## src/hw/scc_pkg.sv

```systemverilog
// Overview of operation
// - a current trip resets the channel latch and switches that output off.
// - after a trip the output stays off until the next chop pulse sets it.
// - chop pulses go to two groups, even channels and odd channels.
// - with chop inhibit present, chopping stops and trips do not turn outputs off.
// - minimum on-time lockout per chop period.
// - trip to output-off latency is a few hundred nanoseconds at most.
// - over-temperature forces every output off regardless of everything else.
// - after thermal shutdown, outputs return only when the release indication asserts.
// - power-up reset holds every output off.
// - trips are ignored during a blanking interval after each output turn-on.
// - only latched-high channels drive, and only inside the print-enable window.
// - each channel is independent; a fixed-frequency chop pulse sets its latch.
`default_nettype none
package scc_pkg;
   localparam int unsigned CLK_MHZ = 100;
   // chop period: 100 kHz nominal
   localparam int unsigned CHOP_PERIOD_NS = 10000;
   localparam int unsigned CHOP_CYC = CHOP_PERIOD_NS * CLK_MHZ / 1000;
   // lockout: 15% of the chop period as least on time
   localparam int unsigned LOCKOUT_PCT = 15;
   localparam int unsigned LOCKOUT_CYC = (CHOP_CYC * LOCKOUT_PCT + 99) / 100;
   // blanking after turn-on
   localparam int unsigned BLANK_NS = 500;
   localparam int unsigned BLANK_CYC = (BLANK_NS * CLK_MHZ + 999) / 1000;
   // maximum trip to off latency, longest count rounds down
   localparam int unsigned TRIP_DELAY_NS = 300;
   localparam int unsigned TRIP_DELAY_CYC = (TRIP_DELAY_NS * CLK_MHZ) / 1000;
   // internal power-on hold
   localparam int unsigned POR_CYC = 16;
   localparam int unsigned CHANNELS = 9;
   localparam int unsigned CNT_W = 16;
endpackage
`default_nettype wire

```

## src/hw/scc_chan.sv

```systemverilog
`default_nettype none
// one channel: set/reset latch with blanking and lockout
module scc_chan
   import scc_pkg::*;
#(
   parameter int unsigned LOCK_W = 8
) (
   input wire logic clk_i,
   input wire logic nrst_i,
   input wire logic set_i,
   input wire logic trip_i,
   input wire logic allow_i,
   input wire logic inhibit_i,
   output logic drive_o
);
   logic on_r, on_nxt;
   logic [LOCK_W-1:0] age_r, age_nxt;
   logic blank, lock;

   // on-time age gates trip acceptance
   always_comb begin
      blank = (age_r < LOCK_W'(BLANK_CYC));
      lock = (age_r < LOCK_W'(LOCKOUT_CYC));
      on_nxt = on_r;
      age_nxt = age_r;
      if (on_r && !(&age_r)) begin
         age_nxt = age_r + LOCK_W'(1);
      end
      if (!allow_i) begin
         on_nxt = 1'b0;
      end else if (on_r) begin
         // inhibit keeps the output on for the whole window
         if (trip_i && !blank && !lock && !inhibit_i) begin
            on_nxt = 1'b0;
         end
      end else if (set_i || inhibit_i) begin
         on_nxt = 1'b1;
         age_nxt = '0;
      end
   end

   always_ff @(posedge clk_i) begin
      if (!nrst_i) begin
         on_r <= 1'b0;
         age_r <= '0;
      end else begin
         on_r <= on_nxt;
         age_r <= age_nxt;
      end
   end

   assign drive_o = on_r;
endmodule
`default_nettype wire

```

## src/hw/scc_top.sv

```systemverilog
`default_nettype none
// nine-channel chop current control
module scc_top
   import scc_pkg::*;
#(
   parameter int unsigned NCH = CHANNELS
) (
   input wire logic clk_i,
   input wire logic nrst_i,
   input wire logic [NCH-1:0] latch_data_i,
   input wire logic print_en_i,
   input wire logic [NCH-1:0] trip_i,
   input wire logic chop_inhibit_i,
   input wire logic over_temp_i,
   input wire logic temp_release_i,
   output logic [NCH-1:0] drive_o,
   output logic thermal_off_o,
   output logic por_busy_o
);
   logic [CNT_W-1:0] chop_r, chop_nxt;
   logic set_odd_r, set_odd_nxt, set_even_r, set_even_nxt;
   logic hot_r, hot_nxt;
   logic [4:0] por_r, por_nxt;
   logic por_done;
   logic [NCH-1:0] trip_q_r, drive_raw;
   logic allow;

   // free-running chop clock, two phases half a period apart
   always_comb begin
      chop_nxt = (chop_r == CNT_W'(CHOP_CYC - 1)) ? '0 : chop_r + CNT_W'(1);
      set_odd_nxt = (chop_r == '0);
      set_even_nxt = (chop_r == CNT_W'(CHOP_CYC / 2));
   end

   always_ff @(posedge clk_i) begin
      if (!nrst_i) begin
         chop_r <= '0;
         set_odd_r <= 1'b0;
         set_even_r <= 1'b0;
      end else begin
         chop_r <= chop_nxt;
         set_odd_r <= set_odd_nxt;
         set_even_r <= set_even_nxt;
      end
   end

   // thermal latch with hysteresis; shutdown wins over release
   always_comb begin
      hot_nxt = hot_r;
      if (over_temp_i) begin
         hot_nxt = 1'b1;
      end else if (temp_release_i) begin
         hot_nxt = 1'b0;
      end
   end

   // power-on hold counter
   always_comb begin
      por_done = (por_r == 5'(POR_CYC));
      por_nxt = por_done ? por_r : por_r + 5'h01;
   end

   always_ff @(posedge clk_i) begin
      if (!nrst_i) begin
         hot_r <= 1'b0;
         por_r <= 5'h00;
      end else begin
         hot_r <= hot_nxt;
         por_r <= por_nxt;
      end
   end

   // trip registered once; total latency stays within the delay budget
   always_ff @(posedge clk_i) begin
      if (!nrst_i) begin
         trip_q_r <= '0;
      end else begin
         trip_q_r <= trip_i;
      end
   end

   assign allow = print_en_i && !hot_r && !over_temp_i && por_done;

   // channel index k is output k+1: even index = odd-numbered output
   for (genvar k = 0; k < NCH; k++) begin : g_ch
      scc_chan #(.LOCK_W(8)) u_ch (
         .clk_i(clk_i),
         .nrst_i(nrst_i),
         .set_i((k % 2 == 0) ? set_odd_r : set_even_r),
         .trip_i(trip_q_r[k]),
         .allow_i(allow && latch_data_i[k]),
         .inhibit_i(chop_inhibit_i),
         .drive_o(drive_raw[k])
      );
   end

   // outputs straight from flops
   always_ff @(posedge clk_i) begin
      if (!nrst_i) begin
         drive_o <= '0;
         thermal_off_o <= 1'b0;
         por_busy_o <= 1'b1;
      end else begin
         drive_o <= (hot_r || over_temp_i) ? '0 : drive_raw;
         thermal_off_o <= hot_nxt;
         por_busy_o <= !por_done;
      end
   end
endmodule
`default_nettype wire

```

## config.mk

```make
export PLATFORM = sky130hd
export DESIGN_NAME = scc_top
export DESIGN_NICKNAME = d
export VERILOG_FILES = /design/src/hw/scc_pkg.sv /design/src/hw/scc_chan.sv /design/src/hw/scc_top.sv
export SDC_FILE = /design/constraint.sdc
export NUM_CORES = 1
export LEC_CHECK = 0
export BUFFER_PORTS_ARGS = -buffer_cell sky130_fd_sc_hd__buf_2
export CAP_MARGIN = 25
export CORE_AREA = 3 3 114 116
export CTS_CLUSTER_DIAMETER = 120
export DETAILED_ROUTE_END_ITERATION = 10
export DIE_AREA = 0 0 117 119
export PLACE_DENSITY = 0.66
export SLEW_MARGIN = 20
export SYNTH_ARGS = -nofsm -noshare
export SYNTH_HDL_FRONTEND = slang
export SYNTH_SLANG_ARGS = --single-unit
```

## constraint.sdc

```tcl
create_clock -name clk_i -period 1.8 [get_ports clk_i]
set_input_delay 0.36 -clock clk_i [delete_from_list [all_inputs] [get_ports clk_i]]
set_output_delay 0.36 -clock clk_i [all_outputs]
set_load 0.1 [all_outputs]
```

==> qor.yml <==
run_status:
  status: "complete, no violations"
sta:
  fin_skew_ps: 6.08
  report.final.slew_viol_count: 0
  setup_violations: 0
  fin_crit_ps: 1650
  fmax_mhz: 606
  rsz0062_at_grt: "no"
  fin_crit_sh_pct: 91.7
  finalHoldViolCount: 0
  relSlewSlack_pct: 67.6
  worst_slew_pin_slew_ps: 489
  hold_ws_ps: 157
hold_path:
  min_path_cells: 2
  hp-class: "in2reg"
  min_from: "trip_i[3]"
  worstHoldEndpoint: "trip_q_r[3]"
floorplanning:
  initial_core_util_pct: 46.5
  fp-row-count: 40
  die_area_mm2: 0.0139
  dieHeight_um: 119
  core_area_mm2: 0.0120
  io_pins: 35
  fp.dieW_um: 117
routing:
  ant_nets: 0
  top_layer: "met5"
  wl_met1_um: 5530
  wire_per_inst_um: 13.9
  vias_per_cell: 5.52
  routed_wl_um: 11800
  wl_met2_um: 5680
  wl_met3_um: 447
  drt_first_iter_violations: 254
  routed-via-count: 4710
  firstDrtPassIters: 4
  drc_errors: 0
global_route:
  track_usage_pct: 18.1
  grt_first_pass_wirelength_um: 20500
  grt_max_degree: 31
  antenna_found_initial: 1
  gr-total-overflow: 0
  grt_pass1_vias: 4447
synthesis:
  ys_ff_latch: 124
  async_reset_ff_share_pct: 0
  synthCells: 629
  ys_warn_count: 0
  yosysTopAreaCell: "dfxtp_1"
  synth_flop_cell: "dfxtp_1"
  synth_cell_types: 46
  netlist_area_mm2: 0.00558
  synth_area_leaders: "dfxtp_1, nor2_1, xor2_1"
  synth_top_area_share_pct: 44.5
  syn_avg_cell_area_um2: 8.88
  synth-edff-count: 0
  ys_seq_area_share_pct: 44.5
  postSynthNetCount: 666
  synth_most_common_cell: "dfxtp_1"
  synth_common_cells: "dfxtp_1, nor2_1, o21ai_0"
cts:
  cts_made_buffers: 17
  cts_root_buffer: "clkbuf_16"
  cts_hold_buf: 0
  clockBufferDepth: 2
  path_clk_slew_ps: 50
  cts_num_sinks: 124
  h-tree-depth: 4
  clk_latency_ps: 410
  cts_tree: "yes"
cells_and_area:
  n_fill_cell: 1099
  nNetsFinal: 731
  fin_cells: 853
  drive_gt1_share_pct: 14.2
  synthToLayoutAreaGrowth_pct: 19.9
  utilization_pct: 55.8
  diodes: 0
pwr:
  powerDensity_mw_per_mm2: 927
  ir_drop_uv: 495
  leakage_nw: 2.64
critical_path:
  critPathMaxFanout: 8
  required_ps: 2100
  cp_num_buf_inv: 1
  cp_slowest_cell: "or4_4"
  reg2regPathDepth: 4
  max_stage_delay_ps: 570
  crit_arrival_ps: 1950
  crit_family: "simple AND/OR/NAND/NOR gates"
  rrSetupSlack_ps: 150
  r2r_start: "chop_r[13]"
  critPathKind: "reg2reg"
  rr_endpoint: "chop_r[13]"
  end_kind: "flop"
  crit_chain: "or4_4, o41ai_4, buf_4, nor2_1"
  start_kind: "flop"
place:
  dp_cells: 819
  portBuffers: 34
  post-dp-hpwl_um: 8040
  routabilityCongestion: 0.833
job:
  cap_violations: 0
layout by cell type, fill, tap and decap left out, types with 4 or more instances in the layout:
| master | instances |
|---|---|
| dfxtp_1 | 123 |
| nor2_1 | 80 |
| o21ai_0 | 34 |
| buf_2 | 34 |
| nand3_1 | 29 |
| buf_4 | 28 |
| nand4_1 | 27 |
| nor3_1 | 27 |
| xor2_1 | 26 |
| inv_1 | 22 |
| xnor2_1 | 22 |
| a21oi_1 | 21 |
| and3_1 | 20 |
| and2_1 | 19 |
| a211oi_1 | 18 |
| clkbuf_16 | 17 |
| nand2_1 | 15 |
| and4_1 | 14 |
| ha_1 | 13 |
| mux2i_1 | 12 |
| nand2b_1 | 11 |
| o21ai_1 | 8 |
| a21o_1 | 8 |
| a31oi_1 | 7 |
| nand4b_1 | 7 |
| clkinv_2 | 7 |
| o211ai_1 | 6 |
| nor3b_1 | 6 |
| nand3b_1 | 4 |
| a311oi_1 | 4 |
| nor4_1 | 4 |
how the worst max path moves through the flow:
stage	startpoint	to	slack [ps]	cells after the start
after global routing	chop_r[0]	chop_r[14]	30	5
after global placement	por_r[0]	g_ch[8].u_ch.age_r[4]	-20	8
after CTS	por_r[0]	g_ch[3].u_ch.age_r[2]	30	8
final	chop_r[13]	chop_r[13]	150	4
after floorplan	por_r[0]	g_ch[2].u_ch.age_r[2]	90	7
after detailed placement	por_r[0]	g_ch[2].u_ch.age_r[3]	-70	8
report_power, final:
part	internal (mW)	total (mW)	switching, mW
Combinational	0.0940	0.211	0.117
Sequential	2.77	2.79	0.0166
Clock	2.08	3.21	1.13
metrics by stage:
step / TNS [ps] / area [µm²] / setup slack, ps / total power [mW]
after floorplan: 0 / 5590 / 86.2 / 2.95
after global placement: -116 / 6090 / -22.6 / 3.05
after detailed placement: -2540 / 6090 / -69.3 / 3.06
after CTS: 0 / 6670 / 25.2 / 6.28
after global routing: 0 / 6700 / 27.6 / 6.45
final: 0 / 6700 / 149 / 6.21
cell families after synthesis:
group | count (synthesis) | share of synthesized area [%]
and+or+nand+nor | 277 | 27.1
xor gates and xnor gates | 48 | 7.53
AOI/OAI and AO/OA | 115 | 13.0
DFF | 124 | 44.5
muxes | 12 | 2.15
adders and majority gates | 13 | 2.91
buffers and inverters | 40 | 2.85
state kept, by name, summed over array words and instances (netlist names):
signal	flops
chop_r	16
drive_o	9
g_ch.u_ch.age_r	72
g_ch.u_ch.drive_o	9
por_busy_o	1
por_r	5
set_even_r	1
set_odd_r	1
thermal_off_o	1
trip_q_r	9
repair_timing:
action | CTS | global route
endpoints found under the setup margin | 72 | 39
pin swaps | 3 | 2
resized for setup | 2 | 2
buffers inserted | 1 | 2
gates cloned | 0 | 0
area by class of cell:
class / instances / area [µm²] / share of cell area (%)
clock buffers: 22 / 464 / 6.93
clock inverters: 9 / 95.1 / 1.42
multi-input cells: 465 / 2970 / 44.3
flip-flops and latches: 124 / 2480 / 37.1
inverters: 22 / 82.6 / 1.23
repair buffers: 64 / 420 / 6.28
well taps: 147 / 184 / 2.75
routing by layer:
metal  vias to the layer above  track usage [%]
li1                       2406                -
met2                        76             27.3
met3                        17             4.67
met1                      2209             24.1
met4                         2             8.39
met5                         -                0
Power figures use the tool's default switching activity.
